===== src/reset_source_pkg.sv =====
// constants for the reset source controller
package reset_source_pkg;
    // register byte offsets
    localparam logic [7:0] off_soft_reset_key = 8'h00;
    localparam logic [7:0] off_cause_flags = 8'h04;
    localparam logic [7:0] off_level_select = 8'h08;
    localparam logic [7:0] off_watchdog_ctrl = 8'h0c;
    localparam logic [7:0] off_flash_ctrl = 8'h10;
    localparam logic [7:0] off_status = 8'h14;
    // codes and reset values
    localparam logic [7:0] key_nop_a = 8'h55;
    localparam logic [7:0] key_nop_b = 8'haa;
    localparam logic [7:0] level_1v7 = 8'h66;
    localparam logic [7:0] level_1v9 = 8'h55;
    localparam logic [7:0] level_2v55 = 8'h33;
    localparam logic [7:0] level_3v15 = 8'h99;
    localparam logic [7:0] level_3v8 = 8'haa;
    localparam logic [7:0] level_off = 8'hf0;
    localparam logic [7:0] watchdog_ctrl_reset = 8'h53;
    localparam logic [4:0] wd_key_enable = 5'h0a;
    localparam logic [4:0] wd_key_disable = 5'h15;
    localparam logic [7:0] flash_reset_value = 8'h55;
    // cause flag bit positions
    localparam int key_flag_bit = 3;
    localparam int brownout_flag_bit = 2;
    localparam int level_flag_bit = 1;
    localparam int wd_key_flag_bit = 0;
    // status bit positions
    localparam int timeout_bit = 0;
    localparam int powerdown_bit = 1;
    // timing
    localparam int clk_mhz = 50;
    localparam int soft_reset_delay_us = 50;
    localparam int soft_reset_cycles = soft_reset_delay_us * clk_mhz;
    localparam int brownout_qualify_us = 60;
    localparam int brownout_qualify_cycles = brownout_qualify_us * clk_mhz;
    localparam int reset_pulse_cycles = 16;
    localparam logic [1:0] resp_okay = 2'b00;
    localparam logic [1:0] resp_slverr = 2'b10;
endpackage : reset_source_pkg


===== src/reset_source_control.sv =====
// reset source controller with axi4-lite registers
// What this block does
// RULE1 - illegal soft key resets after delay
// RULE2 - soft key powers up as 0x55
// RULE3 - key reset sets sticky key flag
// RULE4 - resets restore key except sleep watchdog
// RULE5 - upper four flag bits read zero
// RULE6 - brown-out active except sleep and level off code
// RULE7 - low supply must persist to reset
// RULE8 - brown-out reset keeps level register
// RULE9 - five thresholds plus disable code decode
// RULE10 - illegal level code resets, restores register
// RULE11 - illegal level code sets fault flag
// RULE12 - level register powers up as 0x66
// RULE13 - brown-out reset sets sticky brown-out flag
// RULE14 - writing 0x55 to flash control resets
// RULE15 - run-mode watchdog timeout resets, sets flag
// RULE16 - sleep watchdog timeout clears pc, sp only
// RULE17 - power-on starts at zero, ports high
// RULE18 - illegal watchdog key resets, sets flag
// RULE19 - soft reset delay is a counter
// RULE20 - writing one to flags does nothing
`timescale 1ns/100ps
`default_nettype none
module reset_source_control (
    // clock and reset (aresetn is the power-on reset)
    input wire logic aclk,
    input wire logic aresetn,
    // write address
    input wire logic [7:0] s_axi_awaddr,
    input wire logic s_axi_awvalid,
    output var logic s_axi_awready,
    // write data
    input wire logic [31:0] s_axi_wdata,
    input wire logic [3:0] s_axi_wstrb,
    input wire logic s_axi_wvalid,
    output var logic s_axi_wready,
    // write response
    output var logic [1:0] s_axi_bresp,
    output var logic s_axi_bvalid,
    input wire logic s_axi_bready,
    // read address
    input wire logic [7:0] s_axi_araddr,
    input wire logic s_axi_arvalid,
    output var logic s_axi_arready,
    // read data
    output var logic [31:0] s_axi_rdata,
    output var logic [1:0] s_axi_rresp,
    output var logic s_axi_rvalid,
    input wire logic s_axi_rready,
    // system inputs
    input wire logic low_supply,
    input wire logic sleep_mode,
    input wire logic watchdog_timeout,
    // reset outputs
    output var logic system_reset,
    output var logic core_pointer_clear,
    output var logic port_preset
);
    typedef enum logic [2:0] {
        st_run = 3'b001,
        st_delay = 3'b010,
        st_reset = 3'b100
    } seq_t;

    typedef struct packed {
        logic awready;
        logic wready;
        logic [7:0] awaddr;
        logic aw_held;
        logic [31:0] wdata;
        logic [3:0] wstrb;
        logic w_held;
        logic bvalid;
        logic [1:0] bresp;
        logic arready;
        logic rvalid;
        logic [31:0] rdata;
        logic [1:0] rresp;
        logic [7:0] soft_reset_key;
        logic [3:0] cause;
        logic [7:0] level_select;
        logic [7:0] watchdog_ctrl;
        logic [1:0] status;
        seq_t seq;
        logic [2:0] pending;
        logic wd_pend;
        logic [15:0] delay_cnt;
        logic [15:0] low_cnt;
        logic [4:0] pulse_cnt;
        logic system_reset;
        logic core_pointer_clear;
        logic port_preset;
    } state_t;

    state_t s_reg;
    state_t s_next;

    function automatic logic level_legal(input logic [7:0] code);
        level_legal = (code == reset_source_pkg::level_1v7)
            || (code == reset_source_pkg::level_1v9)
            || (code == reset_source_pkg::level_2v55)
            || (code == reset_source_pkg::level_3v15)
            || (code == reset_source_pkg::level_3v8)
            || (code == reset_source_pkg::level_off); // RULE9
    endfunction : level_legal

    function automatic logic [7:0] merge(input logic [7:0] old,
            input logic [31:0] d, input logic [3:0] be);
        merge = be[0] ? d[7:0] : old;
    endfunction : merge

    logic key_bad;
    logic level_bad;
    logic wd_key_bad;
    logic brownout_on;
    logic brownout_hit;
    logic do_write;
    logic [7:0] wr_val;

    always_comb begin
        s_next = s_reg;
        // soft faults are reached only through the delay counter
        key_bad = (s_reg.soft_reset_key != reset_source_pkg::key_nop_a)
            && (s_reg.soft_reset_key != reset_source_pkg::key_nop_b); // RULE1
        level_bad = !level_legal(s_reg.level_select); // RULE10
        wd_key_bad = (s_reg.watchdog_ctrl[7:3]
            != reset_source_pkg::wd_key_enable)
            && (s_reg.watchdog_ctrl[7:3]
            != reset_source_pkg::wd_key_disable); // RULE18
        brownout_on = (s_reg.level_select != reset_source_pkg::level_off)
            && !sleep_mode; // RULE6
        brownout_hit = brownout_on && low_supply && (s_reg.low_cnt
            >= 16'(reset_source_pkg::brownout_qualify_cycles)); // RULE7
        s_next.system_reset = 1'b0;
        s_next.core_pointer_clear = 1'b0;
        s_next.port_preset = 1'b0;
        // low supply qualification; short dips just restart it
        if (brownout_on && low_supply) begin
            if (!brownout_hit) begin
                s_next.low_cnt = s_reg.low_cnt + 16'h0001; // RULE7
            end
        end else begin
            s_next.low_cnt = 16'h0000;
        end
        // write channel: either order, response after both
        if (s_reg.awready && s_axi_awvalid) begin
            s_next.awready = 1'b0;
            s_next.aw_held = 1'b1;
            s_next.awaddr = s_axi_awaddr;
        end
        if (s_reg.wready && s_axi_wvalid) begin
            s_next.wready = 1'b0;
            s_next.w_held = 1'b1;
            s_next.wdata = s_axi_wdata;
            s_next.wstrb = s_axi_wstrb;
        end
        do_write = s_reg.aw_held && s_reg.w_held && !s_reg.bvalid;
        wr_val = 8'h00;
        if (do_write) begin
            s_next.aw_held = 1'b0;
            s_next.w_held = 1'b0;
            s_next.bvalid = 1'b1;
            s_next.bresp = reset_source_pkg::resp_okay;
            case (s_reg.awaddr)
                reset_source_pkg::off_soft_reset_key: begin
                    s_next.soft_reset_key = merge(s_reg.soft_reset_key,
                        s_reg.wdata, s_reg.wstrb);
                end
                reset_source_pkg::off_cause_flags: begin
                    // zeros clear, ones are ignored
                    wr_val = merge(8'hff, s_reg.wdata, s_reg.wstrb);
                    s_next.cause = s_reg.cause & wr_val[3:0]; // RULE20
                end
                reset_source_pkg::off_level_select: begin
                    s_next.level_select = merge(s_reg.level_select,
                        s_reg.wdata, s_reg.wstrb);
                end
                reset_source_pkg::off_watchdog_ctrl: begin
                    s_next.watchdog_ctrl = merge(s_reg.watchdog_ctrl,
                        s_reg.wdata, s_reg.wstrb);
                end
                reset_source_pkg::off_flash_ctrl: begin
                    wr_val = merge(8'h00, s_reg.wdata, s_reg.wstrb);
                    if (wr_val == reset_source_pkg::flash_reset_value) begin
                        s_next.pending[2] = 1'b1; // RULE14
                    end
                end
                reset_source_pkg::off_status: begin
                    // status is read only here
                end
                default: begin
                    s_next.bresp = reset_source_pkg::resp_slverr;
                end
            endcase
        end
        if (s_reg.bvalid && s_axi_bready) begin
            s_next.bvalid = 1'b0;
            s_next.awready = 1'b1;
            s_next.wready = 1'b1;
        end
        // read channel
        if (s_reg.arready && s_axi_arvalid) begin
            s_next.arready = 1'b0;
            s_next.rvalid = 1'b1;
            s_next.rresp = reset_source_pkg::resp_okay;
            case (s_axi_araddr)
                reset_source_pkg::off_soft_reset_key:
                    s_next.rdata = {24'h000000, s_reg.soft_reset_key};
                reset_source_pkg::off_cause_flags:
                    s_next.rdata = {28'h0000000, s_reg.cause}; // RULE5
                reset_source_pkg::off_level_select:
                    s_next.rdata = {24'h000000, s_reg.level_select};
                reset_source_pkg::off_watchdog_ctrl:
                    s_next.rdata = {24'h000000, s_reg.watchdog_ctrl};
                reset_source_pkg::off_flash_ctrl:
                    s_next.rdata = 32'h00000000;
                reset_source_pkg::off_status:
                    s_next.rdata = {30'h00000000, s_reg.status};
                default: begin
                    s_next.rdata = 32'h00000000;
                    s_next.rresp = reset_source_pkg::resp_slverr;
                end
            endcase
        end
        if (s_reg.rvalid && s_axi_rready) begin
            s_next.rvalid = 1'b0;
            s_next.arready = 1'b1;
        end
        // reset sequencing
        case (s_reg.seq)
            st_run: begin
                if (key_bad || level_bad || wd_key_bad) begin
                    s_next.seq = st_delay;
                    s_next.delay_cnt = 16'h0000;
                    s_next.pending = {s_next.pending[2], level_bad,
                        key_bad};
                    // latched so a key repaired during the delay still flags
                    s_next.wd_pend = wd_key_bad;
                end
                if (s_next.pending[2] || brownout_hit) begin
                    s_next.seq = st_reset;
                    s_next.pulse_cnt = 5'h00;
                end
                if (brownout_hit) begin
                    s_next.cause[reset_source_pkg::brownout_flag_bit] =
                        1'b1; // RULE13
                end
                if (watchdog_timeout) begin
                    s_next.status[reset_source_pkg::timeout_bit] = 1'b1;
                    if (sleep_mode) begin
                        s_next.status[reset_source_pkg::powerdown_bit] =
                            1'b1; // RULE16
                        s_next.core_pointer_clear = 1'b1; // RULE16
                    end else begin
                        s_next.seq = st_reset; // RULE15
                        s_next.pulse_cnt = 5'h00;
                    end
                end
            end
            st_delay: begin
                // delay counted on the system clock
                s_next.delay_cnt = s_reg.delay_cnt + 16'h0001; // RULE19
                if (s_reg.delay_cnt >= 16'(reset_source_pkg::soft_reset_cycles
                        - 1)) begin
                    s_next.seq = st_reset;
                    s_next.pulse_cnt = 5'h00;
                    if (s_reg.pending[0]) begin
                        s_next.cause[reset_source_pkg::key_flag_bit] =
                            1'b1; // RULE3
                    end
                    if (s_reg.pending[1]) begin
                        s_next.cause[reset_source_pkg::level_flag_bit] =
                            1'b1; // RULE11
                        s_next.level_select =
                            reset_source_pkg::level_1v7; // RULE10
                    end
                    if (s_reg.wd_pend) begin
                        s_next.cause[reset_source_pkg::wd_key_flag_bit] =
                            1'b1; // RULE18
                    end
                end
            end
            st_reset: begin
                // full reset: key and watchdog control restored,
                // level register kept unless it faulted
                s_next.system_reset = 1'b1;
                s_next.port_preset = 1'b1;
                s_next.core_pointer_clear = 1'b1;
                s_next.soft_reset_key = reset_source_pkg::key_nop_a; // RULE4
                s_next.watchdog_ctrl = reset_source_pkg::watchdog_ctrl_reset;
                s_next.pending = 3'b000; // RULE8
                s_next.low_cnt = 16'h0000;
                s_next.pulse_cnt = s_reg.pulse_cnt + 5'h01;
                if (s_reg.pulse_cnt == 5'(reset_source_pkg::reset_pulse_cycles
                        - 1)) begin
                    s_next.seq = st_run;
                end
            end
            default: begin
                s_next.seq = st_run;
            end
        endcase
    end

    always_ff @(posedge aclk) begin
        if (!aresetn) begin
            s_reg <= '0;
            s_reg.awready <= 1'b1;
            s_reg.wready <= 1'b1;
            s_reg.arready <= 1'b1;
            s_reg.soft_reset_key <= reset_source_pkg::key_nop_a; // RULE2
            s_reg.level_select <= reset_source_pkg::level_1v7; // RULE12
            s_reg.watchdog_ctrl <= reset_source_pkg::watchdog_ctrl_reset;
            s_reg.seq <= st_run;
            // power-on: core restarts at address zero, ports as inputs
            s_reg.system_reset <= 1'b1; // RULE17
            s_reg.core_pointer_clear <= 1'b1; // RULE17
            s_reg.port_preset <= 1'b1; // RULE17
        end else begin
            s_reg <= s_next;
        end
    end

    assign s_axi_awready = s_reg.awready;
    assign s_axi_wready = s_reg.wready;
    assign s_axi_bvalid = s_reg.bvalid;
    assign s_axi_bresp = s_reg.bresp;
    assign s_axi_arready = s_reg.arready;
    assign s_axi_rvalid = s_reg.rvalid;
    assign s_axi_rdata = s_reg.rdata;
    assign s_axi_rresp = s_reg.rresp;
    assign system_reset = s_reg.system_reset;
    assign core_pointer_clear = s_reg.core_pointer_clear;
    assign port_preset = s_reg.port_preset;
endmodule : reset_source_control
`default_nettype wire


===== config.mk =====
export PLATFORM = sky130hd
export DESIGN_NAME = reset_source_control
export DESIGN_NICKNAME = d
export VERILOG_FILES = /design/src/reset_source_pkg.sv /design/src/reset_source_control.sv
export SDC_FILE = /design/constraint.sdc
export NUM_CORES = 1
export LEC_CHECK = 0
export BUFFER_PORTS_ARGS = -buffer_cell sky130_fd_sc_hd__buf_4
export CORE_ASPECT_RATIO = 0.7
export CORE_UTILIZATION = 45
export CTS_BUF_LIST = sky130_fd_sc_hd__clkbuf_16
export DETAILED_ROUTE_END_ITERATION = 10
export PLACE_DENSITY_LB_ADDON = 0.08
export SLEW_MARGIN = 20
export SYNTH_ARGS = -nofsm -noshare
export SYNTH_HDL_FRONTEND = slang
export SYNTH_SLANG_ARGS = --single-unit

===== constraint.sdc =====
create_clock -name aclk -period 1.7 [get_ports aclk]
set_input_delay 0.255 -clock aclk [delete_from_list [all_inputs] [get_ports aclk]]
set_output_delay 0.255 -clock aclk [all_outputs]
set_load 0.02 [all_outputs]

Word-level counts from Yosys, hierarchy flattened
Cells that the tools add are included. Widths: inputs -> output; s select.

Div/mod/pow operators: 0. Reductions and logical operators: 44. $add $sub $neg: 3. $mul: 0. Shift-type cells: 0. Bitwise gates (word level): 3. Mux-type cells: 43. Order comparisons: 2. Eq/ne operators: 29.

Operators by type and width (count): $mux 8 (6); $mux 23 (2); $pmux 8 s5 (1); $add 16x1->16 const B (2); $eq 8x4->1 const B (4); $eq 8x5->1 const B (4); $ge 16x12->1 const B (2); $pmux 16 s2 (1); $eq 8x7->1 const B (3); $eq 8x8->1 const B (3); $mux 10 (2); $mux 20 (1); $mux 5 (4); $eq 8x3->1 const B (2); $logic_not 8->1 (2); $ne 8x8->1 const B (2); $mux 3 (5); $pmux 5 s3 (1); $mux 1 (13); $logic_and 1x1->1 (12); $reduce_and 2->1 (6); $reduce_or 6->1 (2); $pmux 3 s3 (1); $reduce_and 3->1 (3); other kinds (22) (40).

ROM bits: 0. Output and inout port bits: 44. Register bits after elaboration: 136. Bits in writable memories: 0. Bits of input ports: 62. Memories: 0. Logic and storage cells: 152. Latch bits: 0.

Longest topological paths before layout
Depth in word-level cells: 16. Depth in mapped cells: 7.

Worst setup path before layout
Ideal clock, no wire load.

Kind: register to register. Start point: register s_reg[160] (netlist bit). End point: register s_reg[49] (netlist bit). Required time: 1.564 ns. Arrival time: 1.661 ns. Period minus slack after synthesis: 1.797 ns. Library setup time: 0.136 ns. Cell stages (with the launch flop): 7. Slack: -0.097 ns. Cell sequence: dfxtp_1 or4_4 nor4_4 buf_4 nand3_1 nand2_1 nand3_1.

Word-level cells in the longest chain between the ends: 2.

RTL lines: from (decl) (line reset_source_control.sv:96) `state_t s_reg;`; from (signal assigned) (line reset_source_control.sv:321) `s_reg <= s_next;`; $eq 8x4->1 (line reset_source_control.sv:165) `case (s_reg.awaddr)`; $reduce_and 3->1 (no source line).

No other way between the ends. A chain may end at the register's enable or synchronous reset.

Final worst setup path
Start point: register s_reg[57] (netlist bit). End point: register s_reg[18] (netlist bit).

Word-level cells in the longest chain between the ends: 5. Elaborated cells between the ends (all ways): 6. Those cells by class: eq/ne: 1; bitwise: 1; reduce/logical: 4.

RTL lines: $ne 8x8->1 (*) (line reset_source_control.sv:131) `brownout_on = (s_reg.level_select != reset_source_pkg::level_off)`; $logic_and 1x1->1 (*) (line reset_source_control.sv:132) `&& !sleep_mode;`; $logic_and 1x1->1 (*) (line reset_source_control.sv:133, reset_source_control.sv:139); $not 1->1 (no source line); $reduce_or 3->1 (no source line).

Mark *: on every way between the ends. The rest lies on a longest branch, timed or not.

==> impl_metrics.ini <==
[cells_and_area]
fill_cells = 997
final_cells = 924
final_area_um2 = 7420
nNetsFinal = 829
num_antenna_cells = 0
drive_gt1_share_pct = 37.7
multi_input_area_um2 = 3400
regArea_um2 = 2250
area_delta_synth_final_pct = 36.9
largest_reg_flops = 93

[logic_synthesis]
netlist_area_um2 = 5420
synthCells = 638
synth_cell_types = 67
avgSynthCellArea_um2 = 8.49
yosys_warnings = 0
synth_edf_count = 0
synth-seq-area-share_pct = 40.6
synthFlopType = dfxtp_1
synth_async_sr_flop_share_pct = 0
ys_seq_elements = 110

[cts]
clk_path_buf_depth = 2
cts_num_sinks = 110
cts_buffers = 9
cts.clk_slew.worst_paths_ns = 0.07
root_buffer = clkbuf_16
hold_buffers = 0
clk-insertion-delay-late_ns = 0.35
cts_tree = yes
htreeDepth = 3

[worst_setup_path]
crit_fanout = 5
critPathKind = flop to flop
worstPathRequired_ns = 1.98
critPathLaunchType = flop
worstPathArrival_ns = 2.12
cp_cell_sequence = and4bb_2, a21oi_4, a2111o_1, or3_1, a21oi_1
cpLargestDelayFamily = compound AO/OA/AOI/OAI gates
crit_path_top_delay_cell = a2111o_1
crit_path_end_kind = flop
critPathMaxStageDelay_ns = 0.49
critPathBufInv = 0

[power_and_ir_drop]
vdd_drop_max_uv = 627
p_leak_uw = 0.00311
p_total_uw = 5500
pwr_density_cell_nw_per_um2 = 742

[floorplanning]
die_area_um2 = 12500
dieWidth_um = 133
pin_count = 106
core_area_um2 = 11700
die_h_um = 93.8
rows = 33
start_util_pct = 46.2

[placement]
routabilityCongestion = 0.798
dpl.cell_count = 898
dpl.hpwl_mm = 9.82
io_buffers = 52
dpl_cell_area_um2 = 6420

[timing]
post-route-period-util_pct = 109
rsz0062_at_grt = yes
finalHoldViolCount = 0
finalSetupTns_ns = -2.57
finClkSkew_ns = 0.00861
worst_slack_ns = -0.148
min_period_ns = 1.85
setup-violations-final = 47
timing.fmax_ghz = 0.541
slew_viol_final = 0

[detailed_routing]
postRouteAntennaNets = 0
wl_met1_mm = 7.04
maxUsedRoutingLayer = met4
num_vias = 4937
wl_met3_um = 563
dr_wl_met2_mm = 6.25
drt-wirelength-per-cell_um = 15.1
wl_mm = 14.0
route.detailed.drc = 0
drt_iter0_markers = 216
dr.pass1.iters = 5
viasPerCell = 5.34

[run]
drv_cap = 0

[global_routing]
antenna_found_initial = 0
grt_max_degree = 49
overflow = 0
grt_pass1_vias = 4580
grt_first_pass_wirelength_mm = 22.5
grt_util_all_layers_pct = 22.8

[outcome]
violations = negative setup slack
outcome = finished with violations

[worst_hold_path]
hold_path.class = input port to flop
-- cell usage in the layout, fill, tap and decap left out, drive strengths merged, types with 3 or more instances in the layout --
cell    Yosys  layout
a21boi     26      26
a21o        3       3
a21oi      39      39
a22oi       5       5
a31oi       4       4
and2        5       5
and3        9       9
buf        48     151
clkbuf     15       9
clkinv      1       4
conb        1      26
dfxtp     110     110
ha          5       5
inv        13      14
mux2        4       4
mux2i      10      10
mux4        4       4
nand2      99      99
nand2b      8       8
nand3      54      54
nand3b      3       3
nand4       6       6
nor2       43      43
nor2b       6       6
nor3        7       7
nor3b       6       6
nor4        4       4
nor4bb     12      12
o211ai      3       3
o21ai      32      32
o22ai       6       6
or3         3       3
or3b        4       4
xnor2       8       8
xor2        4       4
-- cell families after synthesis --
kind of cell,share of synthesized area (%)
AO/OA/AOI/OAI,16.3
flip-flops,40.6
adder cells (fa/ha/maj),1.15
AND/OR/NAND/NOR,27.4
XOR/XNOR,1.94
other,0.0692
buffers and inverters,8.24
multiplexers,4.34
-- synthesized netlist by cell type, types with 7 or more instances --
cell type	instances	area, um^2
dfxtp_1	110	2200
nand2_1	99	372
nand3_1	54	270
nor2_1	43	161
a21oi_1	39	195
buf_4	38	285
o21ai_0	31	155
a21boi_0	26	195
clkbuf_1	15	56.3
inv_1	13	48.8
nor4bb_1	12	120
mux2i_1	10	100
nand2b_1	8	50.1
xnor2_1	8	70.1
and3_1	7	43.8
-- per-stage QoR --
stage / setup WS [ns] / hold slack, ns / util, %
4_1_cts: -0.136 / 0.0981 / 60.4
5_1_grt: -0.239 / 0.111 / 63.3
3_3_place_gp: -0.227 / 0.434 / 54.7
2_1_floorplan: -0.0397 / 0.355 / -
3_5_place_dp: -0.227 / 0.449 / 54.7
6_report: -0.148 / 0.106 / 63.3
-- path summary, 6_finish.rpt --
path	depth (start not counted)	endpoint	slack, ns	from
setup reg to reg	5	s_reg[18]	-0.15	s_reg[57]
hold reg to reg	2	s_axi_rdata[2]	0.46	s_axi_rdata[2]
hold / removal	2	s_axi_wready	0.11	s_axi_wvalid
setup / recovery	5	s_reg[18]	-0.15	s_reg[57]
-- metal layers --
| layer | vias up | track usage (%) |
|---|---|---|
| li1 | 2434 | - |
| met3 | 10 | 3.72 |
| met1 | 2370 | 32.4 |
| met5 | - | 0 |
| met2 | 123 | 36.0 |
| met4 | 0 | 5.21 |
-- report_power, final --
| part | internal (uW) | leakage (uW) | total, uW | switching [uW] |
|---|---|---|---|---|
| sequential | 2610 | 0.000898 | 2650 | 38.3 |
| combinational | 267 | 0.00206 | 635 | 369 |
| clock | 1270 | 0.000153 | 2210 | 944 |
| total | 4150 | 0.00311 | 5500 | 1350 |
-- area by class of cell --
cell class / instances / area share [%]
clock buffers: 9 / 3.04
multi-input cells: 476 / 45.9
inverters: 14 / 0.759
well taps: 157 / 2.65
clock inverters: 7 / 1.08
repair buffers: 151 / 16.2
flip-flops and latches: 110 / 30.4
-- timing repair --
item | in CTS | in global routing
pin swaps | 47 | 38
buffers inserted | 5 | 7
gates resized for setup | 88 | 76
setup endpoints to repair | 67 | 70
-- worst register-to-register path, stage by stage, from the launching register on --
cell and delay, ns:
dfxtp_4 0.37, and4bb_2 0.35, a21oi_4 0.09, a2111o_1 0.49, or3_1 0.33, a21oi_1 0.15
Power figures use the tool's default switching activity.
